--- config.mk ---
export PLATFORM = sky130hd
export DESIGN_NAME = ua_uart
export DESIGN_NICKNAME = d
export VERILOG_FILES = /design/src/hw/ua_pkg.sv /design/src/hw/ua_baud.sv /design/src/hw/ua_uart.sv
export VERILOG_INCLUDE_DIRS = /design/src /design/src/hw
export SDC_FILE = /design/constraint.sdc
export NUM_CORES = 1
export LEC_CHECK = 0
export ABC_AREA = 1
export BUFFER_PORTS_ARGS = -buffer_cell sky130_fd_sc_hd__buf_2
export CAP_MARGIN = 20
export CORE_MARGIN = 5
export CORE_UTILIZATION = 40
export DETAILED_ROUTE_END_ITERATION = 10
export PLACE_DENSITY = 0.58
export REMOVE_ABC_BUFFERS = 1
export SETUP_SLACK_MARGIN = 0.05
export SLEW_MARGIN = 30
export SYNTH_ARGS = -nofsm -noshare
export SYNTH_HDL_FRONTEND = slang
export SYNTH_SLANG_ARGS = --single-unit
--- constraint.sdc ---
create_clock -name clk -period 2 [get_ports clk]
set_input_delay 0.1 -clock clk [delete_from_list [all_inputs] [get_ports clk]]
set_output_delay 0.1 -clock clk [all_outputs]
set_load 0.01 [all_outputs]
--- src/hw/ua_map.svh ---
// Register offsets, field positions, reset values and timing counts of the serial unit
`ifndef UA_MAP_SVH
`define UA_MAP_SVH
`define UA_OFF_MODE  8'h00
`define UA_OFF_TXB   8'h04
`define UA_OFF_TXST  8'h08
`define UA_OFF_RXST  8'h0c
`define UA_OFF_RXB   8'h10
`define UA_OFF_BAUD  8'h14
`define UA_B_POWER   7
`define UA_B_TXE     6
`define UA_B_RXE     5
`define UA_B_PSH     4
`define UA_B_PSL     3
`define UA_B_CL      2
`define UA_B_SL      1
`define UA_B_ISRM    0
`define UA_MODE_RST  8'h01
`define UA_BAUD_RST  8'hff
`define UA_TX_GAP    2
`define UA_OVS       16
`endif

--- src/hw/ua_pkg.sv ---
// State types of the serial unit
package ua_pkg;
  typedef enum logic [2:0] {TX_IDLE, TX_GAP, TX_START, TX_DATA, TX_PAR, TX_STOP} ua_tx_t;
  typedef enum logic [2:0] {RX_IDLE, RX_START, RX_DATA, RX_PAR, RX_STOP} ua_rx_t;
endpackage

--- src/hw/ua_baud.sv ---
// Baud tick generator: divider counter followed by a divide-by-two stage
`timescale 1ns/100ps
`default_nettype none
module ua_baud #(
  parameter int DIV_W = 8
) (
  input  wire logic             clk,
  input  wire logic             srst,
  input  wire logic             restart,
  input  wire logic [DIV_W-1:0] div,
  output logic                  tick
);
  logic [DIV_W-1:0] cnt_ff, nxt_cnt;
  logic             half_ff, nxt_half;
  logic             tick_ff, nxt_tick;

  if (DIV_W < 2) begin : g_bad
    $error("ua_baud: DIV_W too small");
  end

  always_comb begin
    nxt_cnt  = cnt_ff + 1'b1;
    nxt_half = half_ff;
    nxt_tick = 1'b0;
    if (restart) begin
      nxt_cnt  = '0;
      nxt_half = 1'b0;
    end else if (cnt_ff == div) begin
      nxt_cnt  = '0;
      nxt_half = ~half_ff;
      nxt_tick = half_ff;
    end
  end

  always_ff @(posedge clk) begin
    if (srst) begin
      cnt_ff  <= '0;
      half_ff <= 1'b0;
      tick_ff <= 1'b0;
    end else begin
      cnt_ff  <= nxt_cnt;
      half_ff <= nxt_half;
      tick_ff <= nxt_tick;
    end
  end

  assign tick = tick_ff;

  // Helper: cycles since the last tick, valid only while div stays put
  logic [DIV_W+1:0] gap_ff;
  logic             seen_ff;
  logic [DIV_W-1:0] div_q;
  always_ff @(posedge clk) begin
    div_q   <= div;
    gap_ff  <= (tick_ff || restart) ? '0 : gap_ff + 1'b1;
    seen_ff <= (srst || restart || div != div_q) ? 1'b0 : (tick_ff ? 1'b1 : seen_ff);
  end
endmodule
`default_nettype wire

--- src/hw/ua_uart.sv ---
// Asynchronous serial transceiver with APB register access
// Operation
// - With clock stopped all registers freeze; with clock running operation continues.
// - Serial output keeps its last level while the clock is stopped.
// - Back-to-back frames get two extra clock cycles between stop and start.
// - Receiver restarts its bit timing on every detected start bit.
// - Enabling reception while the input is low starts a reception.
// - Receiver always uses one stop bit and ignores a second one.
// - Parity error flag follows the selected parity mode.
// - Only the first bit after data and parity is checked as stop bit.
// - While an overrun error stands the next character is discarded.
// - Bit rate is the eight-bit divider output divided by two, then by OVS ticks per bit.
`include "ua_map.svh"
`timescale 1ns/100ps
`default_nettype none
module ua_uart #(
  parameter int OVS = `UA_OVS
) (
  input  wire logic        clk,
  input  wire logic        srst,
  input  wire logic        psel,
  input  wire logic        penable,
  input  wire logic        pwrite,
  input  wire logic [7:0]  paddr,
  input  wire logic [31:0] pwdata,
  output logic      [31:0] prdata,
  output logic             pready,
  output logic             pslverr,
  input  wire logic        serial_input_pin,
  output logic             serial_output_pin,
  output logic             tx_done,
  output logic             rx_done,
  output logic             rx_error
);
  localparam int TW = $clog2(OVS);
  localparam logic [TW-1:0] TK_LAST = TW'(OVS - 1);
  localparam logic [TW-1:0] TK_MID  = TW'(OVS / 2 - 1);

  if (OVS < 4 || (OVS & (OVS - 1)) != 0) begin : g_bad
    $error("ua_uart: OVS must be a power of two, at least 4");
  end

  // Register group
  logic [7:0]  mode_ff, nxt_mode, baud_ff, nxt_baud, txb_ff, nxt_txb, rxb_ff, nxt_rxb;
  logic        txb_full_ff, nxt_txb_full, rx_full_ff, nxt_rx_full;
  logic        pe_ff, nxt_pe, fe_ff, nxt_fe, ov_ff, nxt_ov;
  logic        pready_ff, nxt_pready, pslverr_ff, nxt_pslverr;
  logic [31:0] prdata_ff, nxt_prdata;
  // Transmit group
  ua_pkg::ua_tx_t tx_st_ff, nxt_tx_st;
  logic [TW-1:0]  tx_tk_ff, nxt_tx_tk;
  logic [2:0]     tx_bit_ff, nxt_tx_bit;
  logic [7:0]     tx_sh_ff, nxt_tx_sh;
  logic           tx_par_ff, nxt_tx_par, tx_stp_ff, nxt_tx_stp, txd_ff, nxt_txd;
  logic           tx_gap_ff, nxt_tx_gap, tx_done_ff, nxt_tx_done, tx_load, tx_tick;
  // Receive group
  ua_pkg::ua_rx_t rx_st_ff, nxt_rx_st;
  logic [TW-1:0]  rx_tk_ff, nxt_rx_tk;
  logic [2:0]     rx_bit_ff, nxt_rx_bit;
  logic [7:0]     rx_sh_ff, nxt_rx_sh, rx_char;
  logic           rx_par_ff, nxt_rx_par, rx_done_ff, nxt_rx_done, rx_err_ff, nxt_rx_err;
  logic           rx_fin, rx_pe, rx_fe, rx_ovr, rx_restart, rx_tick;
  logic           sin_meta_ff, sin_ff;

  wire       run_tx = mode_ff[`UA_B_POWER] & mode_ff[`UA_B_TXE];
  wire       run_rx = mode_ff[`UA_B_POWER] & mode_ff[`UA_B_RXE];
  wire       par_on = mode_ff[`UA_B_PSH] | mode_ff[`UA_B_PSL];
  wire [2:0] last_bit = mode_ff[`UA_B_CL] ? 3'h7 : 3'h6;
  wire       acc = psel & penable & pready_ff;
  wire       tx_busy = tx_st_ff != ua_pkg::TX_IDLE;

  ua_baud #(.DIV_W(8)) u_tx_baud (
    .clk     (clk),
    .srst    (srst),
    .restart (tx_load),
    .div     (baud_ff),
    .tick    (tx_tick)
  );

  ua_baud #(.DIV_W(8)) u_rx_baud (
    .clk     (clk),
    .srst    (srst),
    .restart (rx_restart),
    .div     (baud_ff),
    .tick    (rx_tick)
  );

  always_comb begin
    nxt_mode     = mode_ff;
    nxt_baud     = baud_ff;
    nxt_txb      = txb_ff;
    nxt_txb_full = txb_full_ff & ~tx_load;
    nxt_rxb      = rxb_ff;
    nxt_rx_full  = rx_full_ff;
    nxt_pe       = pe_ff;
    nxt_fe       = fe_ff;
    nxt_ov       = ov_ff;
    nxt_pready   = psel & penable & ~pready_ff;
    nxt_prdata   = prdata_ff;
    nxt_pslverr  = pslverr_ff;
    if (nxt_pready) begin
      nxt_prdata  = 32'h0;
      nxt_pslverr = 1'b0;
      case (paddr)
        `UA_OFF_MODE: nxt_prdata = {24'h0, mode_ff};
        `UA_OFF_TXB:  nxt_prdata = {24'h0, txb_ff};
        `UA_OFF_TXST: nxt_prdata = {30'h0, txb_full_ff, tx_busy};
        `UA_OFF_RXST: nxt_prdata = {29'h0, pe_ff, fe_ff, ov_ff};
        `UA_OFF_RXB:  nxt_prdata = {24'h0, rxb_ff};
        `UA_OFF_BAUD: nxt_prdata = {24'h0, baud_ff};
        default:      nxt_pslverr = 1'b1;
      endcase
    end
    if (acc && pwrite) begin
      case (paddr)
        `UA_OFF_MODE: nxt_mode = pwdata[7:0];
        `UA_OFF_BAUD: nxt_baud = pwdata[7:0];
        `UA_OFF_TXB: begin
          // A write into a full buffer is dropped rather than corrupting the queued character
          if (run_tx && !txb_full_ff) begin
            nxt_txb      = pwdata[7:0];
            nxt_txb_full = 1'b1;
          end
        end
        default: ;
      endcase
    end
    if (acc && !pwrite && paddr == `UA_OFF_RXST) begin
      nxt_pe = 1'b0;
      nxt_fe = 1'b0;
      nxt_ov = 1'b0;
    end
    if (acc && !pwrite && paddr == `UA_OFF_RXB) begin
      nxt_rx_full = 1'b0;
    end
    // Frame end after the clears, so a new error is never lost
    if (rx_fin) begin
      if (rx_ovr) begin
        nxt_ov = 1'b1;
      end else begin
        nxt_rxb     = rx_char;
        nxt_rx_full = 1'b1;
        nxt_pe      = pe_ff | rx_pe;
        nxt_fe      = fe_ff | rx_fe;
      end
    end
    if (!mode_ff[`UA_B_POWER]) begin
      nxt_txb_full = 1'b0;
      nxt_rx_full  = 1'b0;
    end
  end

  always_ff @(posedge clk) begin
    if (srst) begin
      mode_ff     <= `UA_MODE_RST;
      baud_ff     <= `UA_BAUD_RST;
      txb_ff      <= 8'h00;
      txb_full_ff <= 1'b0;
      rxb_ff      <= 8'h00;
      rx_full_ff  <= 1'b0;
      pe_ff       <= 1'b0;
      fe_ff       <= 1'b0;
      ov_ff       <= 1'b0;
      pready_ff   <= 1'b0;
      prdata_ff   <= 32'h0;
      pslverr_ff  <= 1'b0;
    end else begin
      mode_ff     <= nxt_mode;
      baud_ff     <= nxt_baud;
      txb_ff      <= nxt_txb;
      txb_full_ff <= nxt_txb_full;
      rxb_ff      <= nxt_rxb;
      rx_full_ff  <= nxt_rx_full;
      pe_ff       <= nxt_pe;
      fe_ff       <= nxt_fe;
      ov_ff       <= nxt_ov;
      pready_ff   <= nxt_pready;
      prdata_ff   <= nxt_prdata;
      pslverr_ff  <= nxt_pslverr;
    end
  end

  // Transmitter
  always_comb begin
    nxt_tx_st   = tx_st_ff;
    nxt_tx_tk   = tx_tk_ff;
    nxt_tx_bit  = tx_bit_ff;
    nxt_tx_sh   = tx_sh_ff;
    nxt_tx_par  = tx_par_ff;
    nxt_tx_stp  = tx_stp_ff;
    nxt_tx_gap  = 1'b0;
    nxt_txd     = txd_ff;
    nxt_tx_done = 1'b0;
    tx_load     = 1'b0;
    if (!run_tx) begin
      nxt_tx_st = ua_pkg::TX_IDLE;
      nxt_txd   = 1'b1;
    end else begin
      unique case (tx_st_ff)
        ua_pkg::TX_IDLE: tx_load = txb_full_ff;
        ua_pkg::TX_GAP: begin
          nxt_tx_gap = 1'b1;
          tx_load    = tx_gap_ff;
        end
        ua_pkg::TX_START, ua_pkg::TX_DATA, ua_pkg::TX_PAR, ua_pkg::TX_STOP: begin
          if (tx_tick) begin
            nxt_tx_tk = tx_tk_ff + 1'b1;
          end
          if (tx_tick && tx_tk_ff == TK_LAST) begin
            unique case (tx_st_ff)
              ua_pkg::TX_START: begin
                nxt_tx_st  = ua_pkg::TX_DATA;
                nxt_tx_bit = 3'h0;
                nxt_txd    = tx_sh_ff[0];
              end
              ua_pkg::TX_DATA: begin
                nxt_tx_sh = {1'b0, tx_sh_ff[7:1]};
                nxt_tx_bit = tx_bit_ff + 1'b1;
                nxt_txd    = tx_sh_ff[1];
                if (tx_bit_ff == last_bit) begin
                  nxt_tx_st = par_on ? ua_pkg::TX_PAR : ua_pkg::TX_STOP;
                  nxt_txd   = par_on ? tx_par_ff : 1'b1;
                end
              end
              ua_pkg::TX_PAR: begin
                nxt_tx_st = ua_pkg::TX_STOP;
                nxt_txd   = 1'b1;
              end
              default: begin
                nxt_tx_stp = 1'b0;
                if (!tx_stp_ff) begin
                  nxt_tx_done = 1'b1;
                  nxt_tx_st   = txb_full_ff ? ua_pkg::TX_GAP : ua_pkg::TX_IDLE;
                end
              end
            endcase
          end
        end
      endcase
    end
    if (tx_load) begin
      nxt_tx_st  = ua_pkg::TX_START;
      nxt_tx_tk  = '0;
      nxt_tx_sh  = mode_ff[`UA_B_CL] ? txb_ff : {1'b0, txb_ff[6:0]};
      nxt_tx_par = mode_ff[`UA_B_PSH] & (mode_ff[`UA_B_PSL] ~^ (^nxt_tx_sh));
      nxt_tx_stp = mode_ff[`UA_B_SL];
      nxt_txd    = 1'b0;
    end
  end

  // Plain flops keep the line level whenever the clock stops
  always_ff @(posedge clk) begin
    if (srst) begin
      tx_st_ff   <= ua_pkg::TX_IDLE;
      tx_tk_ff   <= '0;
      tx_bit_ff  <= 3'h0;
      tx_sh_ff   <= 8'h00;
      tx_par_ff  <= 1'b0;
      tx_stp_ff  <= 1'b0;
      tx_gap_ff  <= 1'b0;
      txd_ff     <= 1'b1;
      tx_done_ff <= 1'b0;
    end else begin
      tx_st_ff   <= nxt_tx_st;
      tx_tk_ff   <= nxt_tx_tk;
      tx_bit_ff  <= nxt_tx_bit;
      tx_sh_ff   <= nxt_tx_sh;
      tx_par_ff  <= nxt_tx_par;
      tx_stp_ff  <= nxt_tx_stp;
      tx_gap_ff  <= nxt_tx_gap;
      txd_ff     <= nxt_txd;
      tx_done_ff <= nxt_tx_done;
    end
  end

  // Receiver
  always_comb begin
    nxt_rx_st   = rx_st_ff;
    nxt_rx_tk   = rx_tk_ff;
    nxt_rx_bit  = rx_bit_ff;
    nxt_rx_sh   = rx_sh_ff;
    nxt_rx_par  = rx_par_ff;
    rx_restart  = 1'b0;
    rx_fin      = 1'b0;
    rx_char     = mode_ff[`UA_B_CL] ? rx_sh_ff : {1'b0, rx_sh_ff[7:1]};
    rx_fe       = ~sin_ff;
    rx_pe       = mode_ff[`UA_B_PSH] & (rx_par_ff ^ (mode_ff[`UA_B_PSL] ~^ (^rx_char)));
    rx_ovr      = rx_full_ff | ov_ff;
    if (!run_rx) begin
      nxt_rx_st = ua_pkg::RX_IDLE;
    end else begin
      unique case (rx_st_ff)
        ua_pkg::RX_IDLE: begin
          // Level, not edge: a low line at enable starts a frame
          if (!sin_ff) begin
            rx_restart = 1'b1;
            nxt_rx_st  = ua_pkg::RX_START;
            nxt_rx_tk  = '0;
          end
        end
        ua_pkg::RX_START: begin
          if (rx_tick) begin
            nxt_rx_tk = rx_tk_ff + 1'b1;
            if (rx_tk_ff == TK_MID) begin
              nxt_rx_tk  = '0;
              nxt_rx_bit = 3'h0;
              nxt_rx_st  = sin_ff ? ua_pkg::RX_IDLE : ua_pkg::RX_DATA;
            end
          end
        end
        ua_pkg::RX_DATA, ua_pkg::RX_PAR, ua_pkg::RX_STOP: begin
          if (rx_tick) begin
            nxt_rx_tk = rx_tk_ff + 1'b1;
          end
          if (rx_tick && rx_tk_ff == TK_LAST) begin
            unique case (rx_st_ff)
              ua_pkg::RX_DATA: begin
                nxt_rx_sh  = {sin_ff, rx_sh_ff[7:1]};
                nxt_rx_bit = rx_bit_ff + 1'b1;
                if (rx_bit_ff == last_bit) begin
                  nxt_rx_st = par_on ? ua_pkg::RX_PAR : ua_pkg::RX_STOP;
                end
              end
              ua_pkg::RX_PAR: begin
                nxt_rx_par = sin_ff;
                nxt_rx_st  = ua_pkg::RX_STOP;
              end
              default: begin
                // One stop bit checked; a second one just looks like idle line
                rx_fin    = 1'b1;
                nxt_rx_st = ua_pkg::RX_IDLE;
              end
            endcase
          end
        end
      endcase
    end
    nxt_rx_err  = rx_fin & (rx_ovr | rx_pe | rx_fe);
    nxt_rx_done = rx_fin & (~nxt_rx_err | mode_ff[`UA_B_ISRM]);
  end

  always_ff @(posedge clk) begin
    sin_meta_ff <= serial_input_pin;
    sin_ff      <= sin_meta_ff;
    if (srst) begin
      rx_st_ff   <= ua_pkg::RX_IDLE;
      rx_tk_ff   <= '0;
      rx_bit_ff  <= 3'h0;
      rx_sh_ff   <= 8'h00;
      rx_par_ff  <= 1'b0;
      rx_done_ff <= 1'b0;
      rx_err_ff  <= 1'b0;
    end else begin
      rx_st_ff   <= nxt_rx_st;
      rx_tk_ff   <= nxt_rx_tk;
      rx_bit_ff  <= nxt_rx_bit;
      rx_sh_ff   <= nxt_rx_sh;
      rx_par_ff  <= nxt_rx_par;
      rx_done_ff <= nxt_rx_done;
      rx_err_ff  <= nxt_rx_err;
    end
  end

  assign prdata            = prdata_ff;
  assign pready            = pready_ff;
  assign pslverr           = pslverr_ff;
  assign serial_output_pin = txd_ff;
  assign tx_done           = tx_done_ff;
  assign rx_done           = rx_done_ff;
  assign rx_error          = rx_err_ff;
endmodule
`default_nettype wire

==> flow_summary.toml, run 1 <==
[outcome]
outcome = "complete, no violations"

[critical_path]
cp.required_ps = 2370
crit_chain = "inv_1, nand3_1, o22ai_2, inv_2, nor2_8, buf_4, nor2_2, nand2_1, o211ai_2, nand2_1, inv_1"
r2r_start = "tx_st_ff[0]"
startpoint = "tx_st_ff[0]"
max_stage_delay_ps = 460
cp.arrival_ps = 2100
critPathKind = "flip-flop to flip-flop"
path_depth = 11
critical_path_buf_inv_count = 4
cpLargestDelayFamily = "simple AND/OR/NAND/NOR gates"
ff2ff_path_depth = 11
cp_max_fo = 9
worstSetupEndpointType = "flip-flop"
crit_slowest_cell = "dfxtp_1"
worst_setup_path_start_kind = "flip-flop"

[routing]
first_pass_iters = 5
drc = 0
detail-route-antenna-nets = 0
num_vias = 5031
routed_wl_um = 13900
routedWlPerCell_um = 13.2
vias_per_cell = 4.77
drt_iter0_drc = 279

[yosys]
yosysWarnings = 0
synth_top_area_share = 0.397
synth-simple-area-share = 0.290
synth_largest_area_cell = "dfxtp_1"
synthMuxAreaShare = 0.00176
synthCells = 805
ys_seq_area_frac = 0.397
ys_top_cells_by_area = "dfxtp_1 (40%), nand2_1 (12%), inv_1 (5.9%)"
syn-cell-area_um2 = 5690
ys_ff_latch = 113
synth.avg_cell_area_um2 = 7.07
ys_types = 48
synth_xor_area_frac = 0.0369
synth_top_family_by_area = "simple AND/OR/NAND/NOR gates"
synth_adder_area_share = 0.0132
synth_compound_area_frac = 0.142

[global_routing]
grt_pass1_vias = 4562
grt_remaining_overflow = 0
grt_usage = 0.175
antenna_found_initial = 0
grt_pass1_wl_um = 22800
grt_start_max_net_pins = 42

[power_and_ir_drop]
power_frac_clock = 0.530
peakVddDrop_mv = 0.593
leakage_nw = 2.86
intPower_mw = 4.14
power.density_nw_per_um2 = 788
p_sw_frac = 0.213
p_switching_mw = 1.12
power_frac_comb = 0.035
share_seq_of_total_power = 0.435

[finish]
insertedDiodeCount = 0
fin_nets = 916
area_growth_pct = 17.1
drive_above_1_share = 0.137
final_cell_mix = "nand2_1 (180), dfxtp_1 (113), inv_1 (89), nor2_1 (83), a21oi_1 (59)"
mostFrequentLayoutCell = "nand2_1"
fin_area_um2 = 6660

[clocking]
postCtsSetupBuffers = 0
clk_pin_slew_ps = 50
clock_sinks = 113
root_buffer = "clkbuf_16"
cts_tree = "yes"
clockBufferDepth = 2
cts_max_level = 4
cts_buffers = 17
insertion_delay_ps = 420

[timing]
fin_setup_tns_ps = 0
finalClockSkew_ps = 5.96
finalCritPeriodShare = 0.868
final-max-slew-violation-count = 0
fmax_mhz = 576
fin_crit_ps = 1740
setup_viol = 0
finalHoldViolations = 0
holdWs_ps = 138
rsz0062_at_grt = "no"

[place]
hpwl_um = 10300
gp_congestion = 0.861
place_area_um2 = 6030
port-buffer-count = 35

[worst_hold_path]
hold_path.class = "primary input to flip-flop"
hp-start = "pwrite"
holdPathStages = 5

[die]
row_count = 43
die_h_um = 129
fp.dieArea_um2 = 16700
core_um2 = 13900
initial_core_util = 0.408
die_w_um = 129
io_pins = 84

[flow_run]
cap_violations = 0
flip-flops by register name, indices dropped and copies added, names as in the netlist, 4 cells and up:
| signal | cells |
|---|---|
| rx_sh_ff | 8 |
| rx_tk_ff | 4 |
| u_tx_baud.cnt_ff | 8 |
| tx_sh_ff | 8 |
| mode_ff | 8 |
| u_rx_baud.cnt_ff | 8 |
| txb_ff | 8 |
| rxb_ff | 8 |
| baud_ff | 8 |
| prdata | 8 |
| tx_tk_ff | 4 |
through the flow:
stage               total power, mW  worst slack, ps   util  std cells
global route                   5.44             73.9  0.478       1054
detailed placement             2.50              269  0.433       1016
global placement               2.50              266  0.433       1016
CTS                            5.32              256  0.478       1054
floorplan                      2.42              349      -        785
finish                         5.25              264  0.478       1054
layer usage:
| layer | track usage | vias to the layer above | part of all wire |
|---|---|---|---|
| met5 | 0 | - | 0 |
| met2 | 0.265 | 86 | 0.45 |
| met4 | 0.0630 | 0 | 0.015 |
| met3 | 0.0540 | 15 | 0.045 |
| met1 | 0.235 | 2253 | 0.49 |
| li1 | - | 2677 | - |
power by group through the flow:
stage | clock network (mW) | logic (mW) | registers, mW
finish | 2.78 | 0.183 | 2.29
global route | 2.95 | 0.205 | 2.29
CTS | 2.86 | 0.183 | 2.28
detailed placement | 0 | 0.169 | 2.33
global placement | 0 | 0.169 | 2.33
floorplan | 0 | 0.0924 | 2.33
worst register-to-register path: cells and delay by family, from the launching register on:
| kind | cells | cell delay [ps] |
|---|---|---|
| and+or+nand+nor | 5 | 640 |
| DFF | 1 | 460 |
| buffers and inverters | 4 | 400 |
| AOI/OAI and AO/OA | 2 | 190 |
path summary, 6_finish.rpt:
| path | end | slack [ps] |
|---|---|---|
| worst max-delay path | tx_sh_ff[3] | 260 |
| worst min-delay path | rx_full_ff | 140 |
| worst max register to register | tx_sh_ff[3] | 260 |
| worst min register to register | sin_ff | 330 |
Yosys cell counts, drive strengths merged:
cell     count
nor3b        5
or2         10
o221ai       1
and3         1
o22ai        1
xor2        12
o211ai       5
mux2i        1
nand3       50
nand4       13
nand2      182
a21oi       62
xnor2       12
dfxtp      113
o21ai       63
a31oi        3
inv        101
ha           6
clkbuf      10
o2111ai      5
nand3b       2
nor3        16
nor2        91
clkinv       1
nor4         1
a211oi       2
o31ai        1
conb         1
buf         33
o211a        1
kinds of logic after synthesis:
family                   after synthesis
AND/OR/NAND/NOR                      371
buffers and inverters                145
AO/OA/AOI/OAI                        144
flip-flops                           113
XOR/XNOR                              24
adder cells (fa/ha/maj)                6
other                                  1
multiplexers                           1
area by class of cell:
| type | count | area, um2 |
|---|---|---|
| repair buffers | 60 | 398 |
| clock inverters | 6 | 57.6 |
| well taps | 180 | 225 |
| multi-input cells | 570 | 2850 |
| fillers | 1437 | 7270 |
| flip-flops and latches | 113 | 2260 |
| inverters | 102 | 385 |
| clock buffers | 23 | 488 |
timing repair:
item	CTS	global route
hold buffers	9	0
endpoints found under the hold margin	20	0
resized for setup	0	1
setup endpoints to repair	0	1
Note: power is estimated with default switching activity, not from simulation.
==> inputs of run 2 (changes only) <==
--- a/config.mk
+++ b/config.mk
@@ -18,4 +18,5 @@
 export SLEW_MARGIN = 30
 export SYNTH_ARGS = -nofsm -noshare
 export SYNTH_HDL_FRONTEND = slang
+export SYNTH_HIERARCHICAL = 1
 export SYNTH_SLANG_ARGS = --single-unit
==> run 2 against run 1 <==
Worst hold slack got worse by 100 ps. Wire length fell by 2.2%. Non-clock buffer count fell by 3. Clock skew rose by 0.76 ps. Total power rose by 3.5%. Register-to-register slack got worse by 20 ps. Utilization fell by 0.74 points. Die area rose by 1.7%. Clock power rose by 6%. Final cell count rose by 0.57%. Critical path type unchanged. Highest routed layer unchanged.
==> flow_summary.toml, run 2 <==
[finish]
area_growth_pct = 16.7
fin_nets = 915
insertedDiodeCount = 0
mostFrequentLayoutCell = "nand2_1"
drive_above_1_share = 0.162
fill_cells = 1464
final_cell_mix = "nand2_1 (157), dfxtp_1 (113), inv_1 (106), a21oi_1 (68), nor2_1 (64)"
fin_area_um2 = 6760

[yosys]
synth_most_common_cell = "nand2_1"
ys_ff_latch = 113
synth_common_cells = "nand2_1 (157), dfxtp_1 (113), inv_1 (106), a21oi_1 (68), nor2_1 (64)"
synthCells = 805
synth_largest_area_cell = "dfxtp_1"
ys_async_sr_fraction = 0
synth_top_area_share = 0.390
yosysWarnings = 6
synth_top_family_by_area = "simple AND/OR/NAND/NOR gates"
ys_seq_area_frac = 0.390
ys_types = 47
ys_top_cells_by_area = "dfxtp_1 (39%), nand2_1 (10%), inv_1 (6.9%)"
synth.avg_cell_area_um2 = 7.20
synth-simple-area-share = 0.252
synthMuxAreaShare = 0
synthFlopType = "dfxtp_1"
synth_compound_area_frac = 0.173
syn-cell-area_um2 = 5800
synth_edf_count = 0
synth_xor_area_frac = 0.0423
synth_adder_area_share = 0.0130

[routing]
routedWlPerCell_um = 12.8
drt_iter0_drc = 311
routed_wl_um = 13600
drc = 0
first_pass_iters = 5
vias_per_cell = 4.75
num_vias = 5035
detail-route-antenna-nets = 0

[place]
place_ws_ps = 263
hpwl_um = 10100
place_area_um2 = 6090
port-buffer-count = 35
gp_congestion = 0.847

[die]
core_um2 = 14400
fp.dieArea_um2 = 17000
io_pins = 84
row_count = 44
die_h_um = 130
initial_core_util = 0.403
die_w_um = 130

[critical_path]
cp.arrival_ps = 2050
worst_setup_path_start_kind = "flip-flop"
critPathKind = "flip-flop to flip-flop"
cp.required_ps = 2300
cp_max_fo = 4
worstSetupEndpointType = "flip-flop"

[timing]
tightest_slew_ps = 535
rsz0062_at_grt = "yes"
final-max-slew-violation-count = 0
fin_setup_tns_ps = 0
setup_viol = 0
fmax_mhz = 571
finalHoldViolations = 0
setup_ws_ps = 248
relSlewSlack = 0.641
finalClockSkew_ps = 6.72
fin_crit_ps = 1750
finalCritPeriodShare = 0.876

[global_routing]
antenna_found_initial = 0
grt_usage = 0.166
grt_start_max_net_pins = 49
grt_pass1_vias = 4513
grt_pass1_wl_um = 22200
grt_remaining_overflow = 0

[power_and_ir_drop]
leakage_nw = 2.85
power.density_nw_per_um2 = 804
peakVddDrop_mv = 0.717
power_mw = 5.44

[clocking]
clockBufferDepth = 2
clock_sinks = 113
root_buffer = "clkbuf_16"
cts_max_level = 4
cts_tree = "yes"
insertion_delay_ps = 420
clk_pin_slew_ps = 50
postCtsSetupBuffers = 0
cts_buffers = 17

[outcome]
outcome = "complete, no violations"

[worst_hold_path]
hold_path.class = "primary input to flip-flop"

[flow_run]
cap_violations = 0
-- run 2: cell families (layout without fill, tap and decap cells) --
group	after synthesis	count (layout)
adder cells (fa/ha/maj)	6	6
AND/OR/NAND/NOR	316	316
flip-flops	113	113
AO/OA/AOI/OAI	180	180
buffers and inverters	161	209
other	1	24
XOR/XNOR	28	28
-- run 2: repair_timing --
item,in CTS,in global routing
gates resized for setup,0,1
hold buffers,9,0
endpoints found under the setup margin,0,2
hold endpoints to repair,14,0
-- run 2: power breakdown --
group	internal [mW]	switching, mW
Sequential	2.27	0.0164
Clock	1.92	1.03
Combinational	0.0714	0.130
Total	4.26	1.18
-- run 2: routing by layer --
metal	GRT usage	part of all wire
met1	0.213	0.48
met2	0.270	0.48
met3	0.0451	0.039
met4	0.0593	0.0099
met5	0	0
-- run 2: path summary, 6_finish.rpt --
path | from | endpoint | slack [ps] | depth (start not counted)
max | tx_tk_ff[1] | tx_bit_ff[2] | 250 | 8
min | pwrite | rx_full_ff | 40 | 3
max reg2reg | tx_tk_ff[1] | tx_bit_ff[2] | 250 | 8
min reg2reg | sin_meta_ff | sin_ff | 330 | 0
-- run 2: area by class of cell --
| class | instances | area [um2] | area share |
|---|---|---|---|
| timing repair buffer | 57 | 363 | 0.0536 |
| inverter | 120 | 453 | 0.0670 |
| sequential | 113 | 2260 | 0.334 |
| multi-input combinational | 554 | 2870 | 0.425 |
| tap | 184 | 230 | 0.0340 |
| clock inverter | 10 | 109 | 0.0161 |
| clock buffer | 22 | 474 | 0.0701 |
-- run 2: per-stage QoR --
| stage | hold WS [ps] | instances | util |
|---|---|---|---|
| after CTS | 19.8 | 1060 | 0.471 |
| after global placement | 202 | 1019 | 0.424 |
| final | 36.0 | 1060 | 0.471 |
| after global routing | 82.0 | 1060 | 0.471 |
| after floorplan | 128 | 787 | - |
| after detailed placement | 205 | 1019 | 0.424 |
-- run 2: worst max-delay path: stages (launching register included) --
cell and delay (ps):
dfxtp_1 350, ha_1 180, nand4_1 170, nor2_1 270, inv_1 120, nor2_1 200
inv_1 100, o221ai_1 180, a21oi_1 60
==> inputs of run 3 (changes only) <==
--- a/config.mk
+++ b/config.mk
@@ -6,13 +6,12 @@
 export SDC_FILE = /design/constraint.sdc
 export NUM_CORES = 1
 export LEC_CHECK = 0
-export ABC_AREA = 1
 export BUFFER_PORTS_ARGS = -buffer_cell sky130_fd_sc_hd__buf_2
 export CAP_MARGIN = 20
 export CORE_MARGIN = 5
-export CORE_UTILIZATION = 40
+export CORE_UTILIZATION = 46
 export DETAILED_ROUTE_END_ITERATION = 10
-export PLACE_DENSITY = 0.58
+export PLACE_DENSITY = 0.66
 export REMOVE_ABC_BUFFERS = 1
 export SETUP_SLACK_MARGIN = 0.05
 export SLEW_MARGIN = 30
==> run 3 against run 2 <==
Worst setup slack got worse by 80 ps. Global-route usage rose by 1.8 points. Synthesized cell count fell by 20%. Die area fell by 14%. Clock skew rose by 0.59 ps. Flip-flop and latch count did not move. Register-to-register slack got worse by 80 ps. Wire length fell by 2.8%.
==> flow_summary.toml, run 3 <==
[outcome]
outcome = "complete, no violations"

[yosys]
ys_async_sr_fraction = 0
synthFlopType = "dfxtp_1"
yosysWarnings = 6
synth_largest_area_cell = "dfxtp_1"
synth_top_area_share = 0.398
ys_seq_area_frac = 0.398
synth_common_cells = "dfxtp_1 (113), nor2_1 (101), nand2_1 (44), mux2i_1 (41), xnor2_1 (33)"
ys_ff_latch = 113
syn-cell-area_um2 = 5690
synth.avg_cell_area_um2 = 8.83
synth_edf_count = 0
synthCells = 644
ys_top_cells_by_area = "dfxtp_1 (40%), mux2i_1 (7.2%), nor2_1 (6.7%)"
ys_types = 64
synth_most_common_cell = "dfxtp_1"

[timing]
fin_crit_ps = 1830
finalHoldViolations = 0
relSlewSlack = 0.597
setup_ws_ps = 168
final-max-slew-violation-count = 0
finalCritPeriodShare = 0.916
finalClockSkew_ps = 7.30
setup_viol = 0
fmax_mhz = 546
holdWs_ps = 137
tightest_slew_ps = 605

[finish]
fin_nets = 750
final-instance-count-excl-fill = 878
mostFrequentLayoutCell = "dfxtp_1"
area_growth_pct = 18.1
fill_cells = 1080
fin_area_um2 = 6720
final-seq-area_um2 = 2260
final_cell_mix = "dfxtp_1 (113), nor2_1 (101), nand2_1 (44), mux2i_1 (41), buf_2 (35)"
insertedDiodeCount = 0
drive_above_1_share = 0.162
multi_input_area_um2 = 3170

[clocking]
root_buffer = "clkbuf_16"
cts_tree = "yes"
cts_buffers = 17
postCtsSetupBuffers = 0
clock_sinks = 113
cts_max_level = 4
clk_pin_slew_ps = 50
clockBufferDepth = 2
insertion_delay_ps = 410

[worst_hold_path]
hold_path.class = "primary input to flip-flop"

[critical_path]
worst_setup_path_start_kind = "flip-flop"
cp_max_fo = 13
cp.required_ps = 2330
cp.arrival_ps = 2160
critPathKind = "flip-flop to flip-flop"
worstSetupEndpointType = "flip-flop"
rrSetupSlack_ps = 170

[place]
place_area_um2 = 6050
place_inst = 838
hpwl_um = 9580
place_ws_ps = 198
gp_congestion = 0.863
port-buffer-count = 35

[die]
die_h_um = 121
die_w_um = 121
core_um2 = 12100
fp.dieArea_um2 = 14700
row_count = 40
initial_core_util = 0.471
io_pins = 84

[routing]
drc = 0
num_vias = 4713
drt_iter0_drc = 411
vias_per_cell = 5.37
detail-route-antenna-nets = 0
routedWlPerCell_um = 15.0
routed_wl_um = 13200
first_pass_iters = 5

[power_and_ir_drop]
leakage_nw = 2.61
peakVddDrop_mv = 0.549
power.density_nw_per_um2 = 799

[global_routing]
grt_remaining_overflow = 0
grt_start_max_net_pins = 32
antenna_found_initial = 0
grt_pass1_wl_um = 21700
grt_pass1_vias = 4421
grt_usage = 0.184

[flow_run]
cap_violations = 0
[run 3: changes by cell type after synthesis, sizes merged, moves of 12 or more]
cell and change:
a21oi -42, nor2 +19, xnor2 +17, mux2i +41
nor2b +16, inv -114, clkbuf +13, o21ai -51
nand3 -12, nand2 -129
[run 3: cell type report]
cell class                 count  area share
multi-input combinational    491       0.473
sequential                   113       0.337
clock buffer                  26      0.0773
timing repair buffer          69      0.0712
tap                          168      0.0313
clock inverter                 5     0.00745
inverter                       6     0.00335
[run 3: timing repair]
action | CTS | global route
hold buffers | 9 | 0
endpoints found under the setup margin | 0 | 1
endpoints found under the hold margin | 21 | 0
resized for setup | 0 | 2
[run 3: path summary, 6_finish.rpt]
check         startpoint     endpoint  cells past startpoint
max          rx_st_ff[1]  rx_st_ff[2]                      5
min              penable       pready                      4
max reg2reg  rx_st_ff[1]  rx_st_ff[2]                      5
min reg2reg  sin_meta_ff       sin_ff                      0
[run 3: power breakdown]
group	switching, mW	internal [mW]
combinational	0.135	0.0833
sequential	0.0192	2.27
clock	0.973	1.89
[run 3: through the flow]
stage,TNS [ps],util,total power [mW]
after floorplan,-7630,-,2.43
after global placement,0,0.501,2.53
after detailed placement,0,0.501,2.53
after CTS,0,0.556,5.40
after global routing,-33.6,0.557,5.55
final,0,0.557,5.37
[run 3: worst max-delay path, stage by stage (launching register included)]
cell and delay [ps]:
dfxtp_1 550, nor3b_1 160, o21ai_0 280, o2111ai_2 230, or3_1 380, a21boi_0 150
[run 3: cell families after synthesis]
family	synth area share
adders and majority gates	0.0132
DFF	0.398
xor gates and xnor gates	0.0904
other	0.000659
AOI/OAI and AO/OA	0.128
and+or+nand+nor	0.216
buffers and inverters	0.0620
muxes	0.0920
[run 3: layer usage]
layer	wire, um	global-route usage	vias to the layer above
met5	0	0	-
met1	6190	0.246	2229
met3	780	0.0545	18
met4	195	0.0595	0
met2	6030	0.287	148
li1	-	-	2318
